File: config.mk
export PLATFORM = sky130hd
export DESIGN_NAME = vrm_mult
export DESIGN_NICKNAME = d
export VERILOG_FILES = /design/src/include/vrm_pkg.sv /design/src/rtl/vrm_fifo.sv /design/src/rtl/vrm_mult.sv
export SDC_FILE = /design/constraint.sdc
export NUM_CORES = 2
export LEC_CHECK = 0
export ABC_CLOCK_PERIOD_IN_PS = 8200
export BUFFER_PORTS_ARGS = -buffer_cell sky130_fd_sc_hd__buf_4
export CAP_MARGIN = 20
export CORE_MARGIN = 1
export CORE_UTILIZATION = 45
export CTS_CLUSTER_DIAMETER = 30
export CTS_CLUSTER_SIZE = 20
export DETAILED_ROUTE_END_ITERATION = 8
export PLACE_DENSITY = 0.64
export SYNTH_ARGS = -nofsm -noshare
export SYNTH_HDL_FRONTEND = slang
export SYNTH_HIERARCHICAL = 1
export SYNTH_SLANG_ARGS = --single-unit
File: constraint.sdc
create_clock -name i_mclk -period 8.2 [get_ports i_mclk]
set_input_delay 0.41 -clock i_mclk [delete_from_list [all_inputs] [get_ports i_mclk]]
set_output_delay 0.41 -clock i_mclk [all_outputs]
set_load 0.005 [all_outputs]
File: src/include/vrm_pkg.sv
// Constants and enumerations shared by the vector real multiplier files.
// Assumes operands arrive as packed lanes of fixed-point words on one clock.
// -----------------------------------------------------------------------------
// Functional notes
// - Each lane output is the product of its two lane inputs.
// - All parallel_sample_factor lanes are multiplied in parallel every sample period.
// - Full precision output is wide enough to hold the exact product.
// - Floating-point results would always be full precision; reduction is fixed-point only.
// - User precision gives configured signedness, width and binary point.
// - Output lags its inputs by exactly the latency setting in sample periods; here the input FIFO adds one more period.
// - With rounding or saturation, first register sits right after that logic.
// - Core gets registers up to its optimum depth; the rest follow rounding.
// - Without rounding or saturation logic, every register pipelines the core.
// - An enable input controls whether the block advances; here the input FIFO still takes words while it is low.
// - Overflow either saturates to the range limits or wraps; flag equals wrap.
// - Quantisation truncates, rounds half away from zero, or rounds half to even.
// -----------------------------------------------------------------------------
package vrm_pkg;
   // Lane count and operand formats
   localparam int VRM_PARALLEL_SAMPLE_FACTOR = 4;
   localparam int VRM_A_W = 16;
   localparam int VRM_B_W = 16;
   localparam int VRM_A_BP = 8;
   localparam int VRM_B_BP = 8;
   // User-defined output format
   localparam int VRM_OUT_W = 16;
   localparam int VRM_OUT_BP = 8;
   // Pipeline shape
   localparam int VRM_LATENCY = 3;
   localparam int VRM_CORE_OPT = 2;
   localparam int VRM_FIFO_DEPTH = 8;
   // Reset value of every multiplier pipeline register; the FIFO resets its own registers to zero, except ready, which resets to one
   localparam logic VRM_RST_VAL = 1'b0;

   // Quantisation modes
   typedef enum logic [2:0] {
      VRM_Q_TRUNC = 3'h1,
      VRM_Q_RND_INF = 3'h2,
      VRM_Q_RND_EVEN = 3'h4
   } vrm_quant_e;

   // Overflow modes; the flag mode builds the same logic as wrap
   typedef enum logic [2:0] {
      VRM_O_WRAP = 3'h1,
      VRM_O_SAT = 3'h2,
      VRM_O_FLAG = 3'h4
   } vrm_ovf_e;
endpackage

File: src/rtl/vrm_fifo.sv
// Input buffer for the multiplier: a synchronous FIFO of operand words.
// Assumes both sides run on the same clock; depth must be a power of two.
`timescale 1ns/1ns
module vrm_fifo #(
   parameter int W = 8,
   parameter int DEPTH = vrm_pkg::VRM_FIFO_DEPTH
) (
   // Clock and reset
   input wire logic i_mclk,
   input wire logic i_rst_b,
   // Fill side
   input wire logic i_valid,
   input wire logic [W-1:0] i_data,
   output logic o_ready,
   // Drain side
   output logic o_valid,
   output logic [W-1:0] o_data,
   input wire logic i_ready
);
   import vrm_pkg::*;

   localparam int AW = (DEPTH > 1) ? $clog2(DEPTH) : 1;

   // -------------------------------------------------------------------------
   // Configuration check
   // -------------------------------------------------------------------------
   if ((DEPTH < 2) || ((DEPTH & (DEPTH - 1)) != 0) || (W < 1)) begin : g_bad
      $error("vrm_fifo: DEPTH must be a power of two of at least 2");
   end

   typedef struct packed {
      logic [DEPTH-1:0][W-1:0] mem;
      logic [AW-1:0] wr;
      logic [AW-1:0] rd;
      logic [AW:0] cnt;
      logic rdy;
   } vrm_fifo_s;

   vrm_fifo_s st_r;
   vrm_fifo_s st_nxt;
   logic push;
   logic pop;

   // Handshakes; ready is registered so the top port comes from a flop
   assign push = i_valid & st_r.rdy;
   assign pop = i_ready & (st_r.cnt != '0);
   assign o_ready = st_r.rdy;
   assign o_valid = (st_r.cnt != '0);
   assign o_data = st_r.mem[st_r.rd];

   // Next state: write, read, occupancy
   always_comb begin
      st_nxt = st_r;
      if (push) begin
         st_nxt.mem[st_r.wr] = i_data;
         st_nxt.wr = st_r.wr + 1'b1;
      end
      if (pop) begin
         st_nxt.rd = st_r.rd + 1'b1;
      end
      st_nxt.cnt = st_r.cnt + {{AW{1'b0}}, push} - {{AW{1'b0}}, pop};
      st_nxt.rdy = (st_nxt.cnt != (AW+1)'(DEPTH));
   end

   // State register; comes out of reset ready
   always_ff @(posedge i_mclk or negedge i_rst_b) begin
      if (!i_rst_b) begin
         st_r <= '{default: '0, rdy: 1'b1};
      end else begin
         st_r <= st_nxt;
      end
   end
endmodule

File: src/rtl/vrm_mult.sv
// Vector real multiplier: lane-wise fixed-point products with a latency pipeline.
// Assumes operand and result logic sit on the same clock as this block.
`timescale 1ns/1ns
module vrm_mult #(
   parameter int LANES = vrm_pkg::VRM_PARALLEL_SAMPLE_FACTOR,
   parameter int A_W = vrm_pkg::VRM_A_W,
   parameter int B_W = vrm_pkg::VRM_B_W,
   parameter int A_BP = vrm_pkg::VRM_A_BP,
   parameter int B_BP = vrm_pkg::VRM_B_BP,
   parameter bit IN_SIGNED = 1'b1,
   parameter bit FULL = 1'b0,
   parameter bit OUT_SIGNED = 1'b1,
   parameter int OUT_W = vrm_pkg::VRM_OUT_W,
   parameter int OUT_BP = vrm_pkg::VRM_OUT_BP,
   parameter vrm_pkg::vrm_quant_e QUANT = vrm_pkg::VRM_Q_RND_EVEN,
   parameter vrm_pkg::vrm_ovf_e OVF = vrm_pkg::VRM_O_SAT,
   parameter int LATENCY = vrm_pkg::VRM_LATENCY,
   parameter int CORE_OPT = vrm_pkg::VRM_CORE_OPT,
   parameter int FIFO_DEPTH = vrm_pkg::VRM_FIFO_DEPTH,
   localparam int PW = A_W + B_W,
   localparam int OW = FULL ? PW : OUT_W
) (
   // Clock and reset
   input wire logic i_mclk,
   input wire logic i_rst_b,
   // Advance control
   input wire logic i_en,
   // Operand stream
   input wire logic i_valid,
   input wire logic [LANES*A_W-1:0] i_a,
   input wire logic [LANES*B_W-1:0] i_b,
   output logic o_ready,
   // Product stream
   output logic o_valid,
   output logic [LANES*OW-1:0] o_prod,
   input wire logic i_ready
);
   import vrm_pkg::*;

   // -------------------------------------------------------------------------
   // Derived shape
   // -------------------------------------------------------------------------
   localparam int PBP = A_BP + B_BP;
   localparam int D = FULL ? 0 : (PBP - OUT_BP);
   localparam int DS = (D > 0) ? D : 1;
   localparam int EW = PW + 2;
   localparam bit OVF_SAT = (OVF == VRM_O_SAT);
   localparam bit NEED_RQ = !FULL && (((D > 0) && (QUANT != VRM_Q_TRUNC)) ||
      (OVF_SAT && (((OW - OUT_BP) != (PW - PBP)) || (OUT_SIGNED != IN_SIGNED))));
   localparam int C = NEED_RQ ? (((LATENCY - 1) < CORE_OPT) ? (LATENCY - 1) : CORE_OPT) : LATENCY;
   localparam int R = LATENCY - C;
   localparam int CM = (C > 0) ? C : 1;
   localparam int RM = (R > 0) ? R : 1;
   localparam int FW = LANES * (A_W + B_W);
   localparam logic signed [EW-1:0] HALF = EW'(1) << (DS - 1);
   localparam logic signed [EW-1:0] MAXV = OUT_SIGNED ? ((EW'(1) << (OW - 1)) - EW'(1)) : ((EW'(1) << OW) - EW'(1));
   localparam logic signed [EW-1:0] MINV = OUT_SIGNED ? -(EW'(1) << (OW - 1)) : EW'(0);

   // Floating point is not built here, so only fixed-point formats pass
   if ((LANES < 1) || (LATENCY < 1) || (CORE_OPT < 0) || (D < 0) || (OW > PW) || (OW < 1)) begin : g_bad
      $error("vrm_mult: latency, lane count or output format cannot be served");
   end

   // -------------------------------------------------------------------------
   // Arithmetic functions
   // -------------------------------------------------------------------------
   // Exact product: operands extended to PW, so the product fits with no loss
   function automatic logic [PW-1:0] f_mul(input logic [A_W-1:0] a, input logic [B_W-1:0] b);
      logic [PW-1:0] sa;
      logic [PW-1:0] sb;
      sa = {{B_W{IN_SIGNED & a[A_W-1]}}, a};
      sb = {{A_W{IN_SIGNED & b[B_W-1]}}, b};
      f_mul = sa * sb;
   endfunction

   // Drop D fraction bits by the chosen quantisation mode
   function automatic logic signed [EW-1:0] f_rnd(input logic [PW-1:0] p);
      logic signed [EW-1:0] x;
      logic signed [EW-1:0] adj;
      x = {{2{IN_SIGNED & p[PW-1]}}, p};
      adj = '0;
      if (D > 0) begin
         case (QUANT)
            VRM_Q_RND_INF: adj = HALF - {{(EW-1){1'b0}}, x[EW-1]};
            VRM_Q_RND_EVEN: adj = HALF - EW'(1) + {{(EW-1){1'b0}}, x[DS]};
            default: adj = '0;
         endcase
      end
      f_rnd = (x + adj) >>> D;
   endfunction

   // Fit the rounded value to the output width
   function automatic logic [OW-1:0] f_fit(input logic [PW-1:0] p);
      logic signed [EW-1:0] q;
      q = f_rnd(p);
      if (OVF_SAT && (q > MAXV)) begin
         q = MAXV;
      end else if (OVF_SAT && (q < MINV)) begin
         q = MINV;
      end
      f_fit = q[OW-1:0];
   endfunction

   // -------------------------------------------------------------------------
   // State and datapath
   // -------------------------------------------------------------------------
   typedef struct packed {
      logic [CM-1:0] cv;
      logic [CM-1:0][LANES-1:0][PW-1:0] cd;
      logic [RM-1:0] pv;
      logic [RM-1:0][LANES-1:0][OW-1:0] pd;
   } vrm_state_s;

   vrm_state_s st_r;
   vrm_state_s st_nxt;
   logic adv;
   logic f_valid;
   logic [FW-1:0] f_data;
   logic [LANES-1:0][PW-1:0] prod_in;
   logic [LANES-1:0][PW-1:0] core_tail;
   logic core_tail_v;
   logic [LANES-1:0][OW-1:0] out_w;

   // The whole pipe moves as one, so a stalled result never gets overwritten
   assign adv = i_en & (~o_valid | i_ready);

   vrm_fifo #(
      .W(FW),
      .DEPTH(FIFO_DEPTH)
   ) u_fifo (
      .i_mclk(i_mclk),
      .i_rst_b(i_rst_b),
      .i_valid(i_valid),
      .i_data({i_a, i_b}),
      .o_ready(o_ready),
      .o_valid(f_valid),
      .o_data(f_data),
      .i_ready(adv)
   );

   // One multiplier per lane, all in the same cycle
   for (genvar l = 0; l < LANES; l++) begin : g_lane
      assign prod_in[l] = f_mul(f_data[LANES*B_W + l*A_W +: A_W], f_data[l*B_W +: B_W]);
   end

   // Core depth C feeds the fitting logic; with no core registers it sees the raw product
   if (C > 0) begin : g_core_tail
      assign core_tail = st_r.cd[C-1];
      assign core_tail_v = st_r.cv[C-1];
   end else begin : g_core_none
      assign core_tail = prod_in;
      assign core_tail_v = f_valid;
   end

   // Next state: shift core, then fit, then the post registers
   always_comb begin
      st_nxt = st_r;
      if (adv) begin
         for (int k = CM - 1; k > 0; k--) begin
            st_nxt.cv[k] = st_r.cv[k-1];
            st_nxt.cd[k] = st_r.cd[k-1];
         end
         st_nxt.cv[0] = f_valid;
         st_nxt.cd[0] = prod_in;
         for (int k = RM - 1; k > 0; k--) begin
            st_nxt.pv[k] = st_r.pv[k-1];
            st_nxt.pd[k] = st_r.pd[k-1];
         end
         // First post register right after rounding and saturation
         st_nxt.pv[0] = core_tail_v;
         for (int l = 0; l < LANES; l++) begin
            st_nxt.pd[0][l] = f_fit(core_tail[l]);
         end
      end
   end

   // Pipeline register
   always_ff @(posedge i_mclk or negedge i_rst_b) begin
      if (!i_rst_b) begin
         st_r <= vrm_state_s'({$bits(vrm_state_s){VRM_RST_VAL}});
      end else begin
         st_r <= st_nxt;
      end
   end

   // Output tap after exactly LATENCY registers; with no fitting logic the
   // last core register drives the pins through wiring only
   if (R > 0) begin : g_out_post
      assign out_w = st_r.pd[R-1];
      assign o_valid = st_r.pv[R-1];
   end else begin : g_out_core
      for (genvar l = 0; l < LANES; l++) begin : g_fit
         assign out_w[l] = f_fit(st_r.cd[C-1][l]);
      end
      assign o_valid = st_r.cv[C-1];
   end
   assign o_prod = out_w;

   // -------------------------------------------------------------------------
   // Checks
   // -------------------------------------------------------------------------
   // Reference delay line of exact products, stepped by the same advance
   logic [LATENCY-1:0] mv_r;
   logic [LATENCY-1:0][LANES-1:0][PW-1:0] md_r;
   always_ff @(posedge i_mclk or negedge i_rst_b) begin
      if (!i_rst_b) begin
         mv_r <= '0;
         md_r <= '0;
      end else if (adv) begin
         for (int k = LATENCY - 1; k > 0; k--) begin
            mv_r[k] <= mv_r[k-1];
            md_r[k] <= md_r[k-1];
         end
         mv_r[0] <= f_valid;
         md_r[0] <= prod_in;
      end
   end
endmodule

==> summary.md <==
| Metric | Value |
|---|---|
| Outcome | `finished clean` |
| Synth top area share | `33.66%` |
| Number of global-route vias before repair | `70410` |
| Worst-path fanout max | `21` |
| Die ar. | `226100 um^2` |
| Effective utilization at floorplan | `45.33%` |
| Setup TNS | `0 ns` |
| WP data arrival | `8.74 ns` |
| Final Hold Vio Count | `0` |
| Wirelength per Cell | `20.33 um` |
| Buffers on Ports | `198` |
| Dominant cell type by area after synthesis | `dfrtp_1` |
| IO Count | `199` |
| Clock net sink count | `1358` |
| Post-synth EDFFs | `0` |
| Syn. warnings | `6` |
| Worst Clk Skew | `0.08474 ns` |
| R2r endpoint | `st_r[191]` |
| Worst hold slack | `0.09197 ns` |
| Antenna violations before repair | `42` |
| Syn Nets | `10240` |
| Total gr overflow | `0` |
| Clk slew on worst S/H paths | `0.05 ns` |
| Total CTS buffers | `312` |
| Setup slack, reg-to-reg | `0.24 ns` |
| Max Cap Viol | `0` |
| FF+latch area | `34000 um^2` |
| Wirelength, routed | `248.9 mm` |
| Final nets | `10570` |
| CTS tree | `built` |
| Syn avg cell area | `11.61 um^2` |
| Period utilisation layout | `97.13%` |
| Floorplan row count | `173` |
| Register bit total from synthesis | `1358` |
| Worst Reg-to-Reg Cells | `26` |
| Synth area leaders | `dfrtp_1 (34%), fa_1 (21%), mux2_2 (11%), mux4_2 (5.7%), ha_1 (4.6%)` |
| Global-route wire length before repair | `401.4 mm` |
| Vias | `65230` |
| RSZ-0062 raised after global routing | `yes` |
| Syn Inst Count | `8688` |
| Fin area | `117400 um^2` |
| Clock Path Buffers | `4` |
| Core ar. | `222500 um^2` |
| Max_slew headroom | `30.81%` |
| Die height | `475.5 um` |
| Fillers | `18970` |
| Tmin final | `7.965 ns` |
| Gr usage total | `22.51%` |
| Sequential fraction of the synthesis area | `33.69%` |
| Ys async rst share | `100.0%` |
| Die Width | `475.5 um` |
| Clock root cell | `clkbuf_16` |
| Clk Latency, worst-skew pair | `0.96 ns` |
| Worst Max-Slew Pin Slew | `1.038 ns` |
| Area Overhead vs Synth | `16.39%` |
| Largest net degree at the start of global routing | `170` |
| Worst reg2reg startpoint | `u_fifo/st_r[6]` |
| DR DRC count | `0` |
| GP Congestion | `0.9060` |
| WP data required | `8.98 ns` |
| Multi-input gate area | `60190 um^2` |
| Crit end category | `flip-flop` |
| Dpl hpwl | `175.6 mm` |
| Yosys cell types | `91` |
| Drt pass-1 iters | `7` |
| Startpoint Class | `flip-flop` |
| DP Area | `105300 um^2` |
| Max Clock Freq | `0.1256 GHz` |
| Ys flop type | `dfrtp_1` |
| Via density | `5.330` |
| Routed Antenna Nets | `0` |
| Initial drt markers | `4363` |
| Share of cells above drive strength 1 | `24.86%` |
| Post-Syn Area | `100900 um^2` |
| Max-slew violations | `0` |
| H-tree levels | `5` |
| HP Class | `input pin to async pin` |
| Setup Viol. Count Final | `0` |
| Kind of critical path | `flip-flop to flip-flop` |
## cells in the final DEF (no fill, tap or decap), types with 46 or more instances in the layout
master / netlist / final
a21o_1: 52 / 52
a21oi_1: 110 / 109
o21ai_0: 181 / 179
mux2_2: 1030 / 1030
mux2_4: 100 / 100
nand2_1: 1091 / 1091
dlygate4sd3_1: 0 / 130
fa_1: 1049 / 1047
clkbuf_16: 0 / 316
xnor2_1: 118 / 118
mux4_2: 256 / 256
nand3_1: 71 / 71
and2_1: 501 / 501
buf_4: 66 / 329
o22a_1: 46 / 46
ha_1: 367 / 367
inv_1: 1200 / 1199
xor2_1: 92 / 92
nor2_1: 162 / 159
dfrtp_1: 1357 / 1354
## synth_stat cells, types with 9 or more instances
cell,number
mux2_1,28
nor3_1,34
o31ai_1,13
o211ai_1,24
o22a_1,46
ha_1,367
mux2_4,100
inv_1,1200
o21ai_0,181
buf_6,18
nand3_1,71
xor2_1,92
buf_2,122
and3_1,21
nor2_1,162
or3_1,13
a211oi_1,22
fa_1,1049
a211o_1,9
a31oi_1,19
nand2_1,1091
mux2_2,1030
buf_4,66
nand4_1,36
clkbuf_1,254
xnor2_1,118
mux4_2,256
o2111ai_1,9
and2_1,501
a21oi_1,110
dfrtp_1,1357
o21bai_1,17
nand2b_1,36
o21a_1,23
a21o_1,52
## area by class of cell
| cell class | count | share of cell area (%) |
|---|---|---|
| clock inverters | 157 | 1.749 |
| well taps | 2975 | 3.170 |
| multi-input cells | 5665 | 51.27 |
| inverters | 1200 | 3.843 |
| clock buffers | 388 | 7.305 |
| diodes | 9 | 0.01918 |
| flip-flops and latches | 1358 | 28.95 |
| repair buffers | 487 | 3.690 |
## worst max-delay path, cell delays in order, from the launching register on
cell       delay [ns]
dfrtp_4          0.73
buf_12           0.26
buf_4            0.28
mux4_2           0.25
mux2_2           0.48
nand2_1          0.13
fa_1             0.50
inv_1            0.05
fa_1             0.50
inv_1            0.06
fa_1             0.53
inv_1            0.05
fa_1             0.46
fa_1             0.50
inv_1            0.05
fa_1             0.49
inv_1            0.05
ha_1             0.36
a21o_1           0.19
a21o_1           0.18
a21o_1           0.17
a221o_1          0.43
a21oi_1          0.18
o21ai_0          0.16
a2111oi_1        0.50
or3_1            0.17
a31oi_1          0.07
## metrics by stage
stage          std cells  util (%)  setup slack, ns
2_1_floorplan       8688         -           0.5739
3_3_place_gp       11550     47.34           0.2757
3_5_place_dp       11550     47.34          0.09723
4_1_cts            12230     52.70          0.03201
5_1_grt            12240     52.76         -0.02774
6_report           12240     52.76           0.2351
## worst max-delay path by stage
stage	start	end	slack, ns	cells after the start
6_report	u_fifo/st_r[6]	st_r[191]	0.24	26
5_1_grt	u_fifo/st_r[6]	st_r[191]	-0.03	23
4_1_cts	u_fifo/st_r[5]	st_r[191]	0.03	24
3_5_place_dp	u_fifo/st_r[6]	st_r[191]	0.1	24
3_3_place_gp	u_fifo/st_r[6]	st_r[128]	0.28	26
2_1_floorplan	u_fifo/st_r[5]	st_r[191]	0.57	26
## flip-flops by register name, indices dropped and copies added, names as in the netlist
name            count
u_fifo/st_r      1034
core_tail         128
o_valid             1
core_tail_v         1
st_r              129
u_fifo/o_ready      1
o_prod             64
## per-layer routing
metal	GRT usage (%)	vias up	routed length [um]
met5	0	-	109
met4	5.511	18	5196
met3	4.333	438	15240
met2	34.70	1817	112400
met1	32.67	33900	115900
li1	-	29060	-
## timing repair
item                                   in CTS  in global routing
resized for setup                           0                 17
endpoints found under the hold margin    1125                  0
setup buffers                               0                  0
setup endpoints to repair                   0                 23
hold buffers                              130                  0
## logic make-up (layout without fill, tap and decap cells)
group,Yosys count,count (layout),synth area share [%]
other,0,9,0
DFF,1358,1358,33.69
AOI/OAI and AO/OA,604,604,3.975
adders and majority gates,1416,1416,25.37
buffers and inverters,1665,2232,6.726
xor gates and xnor gates,210,210,1.823
muxes,1416,1416,19.03
and+or+nand+nor,2019,2019,9.381
Power is not shown: default switching activity piles up to over one toggle a cycle in this logic, so the estimate is an artifact.
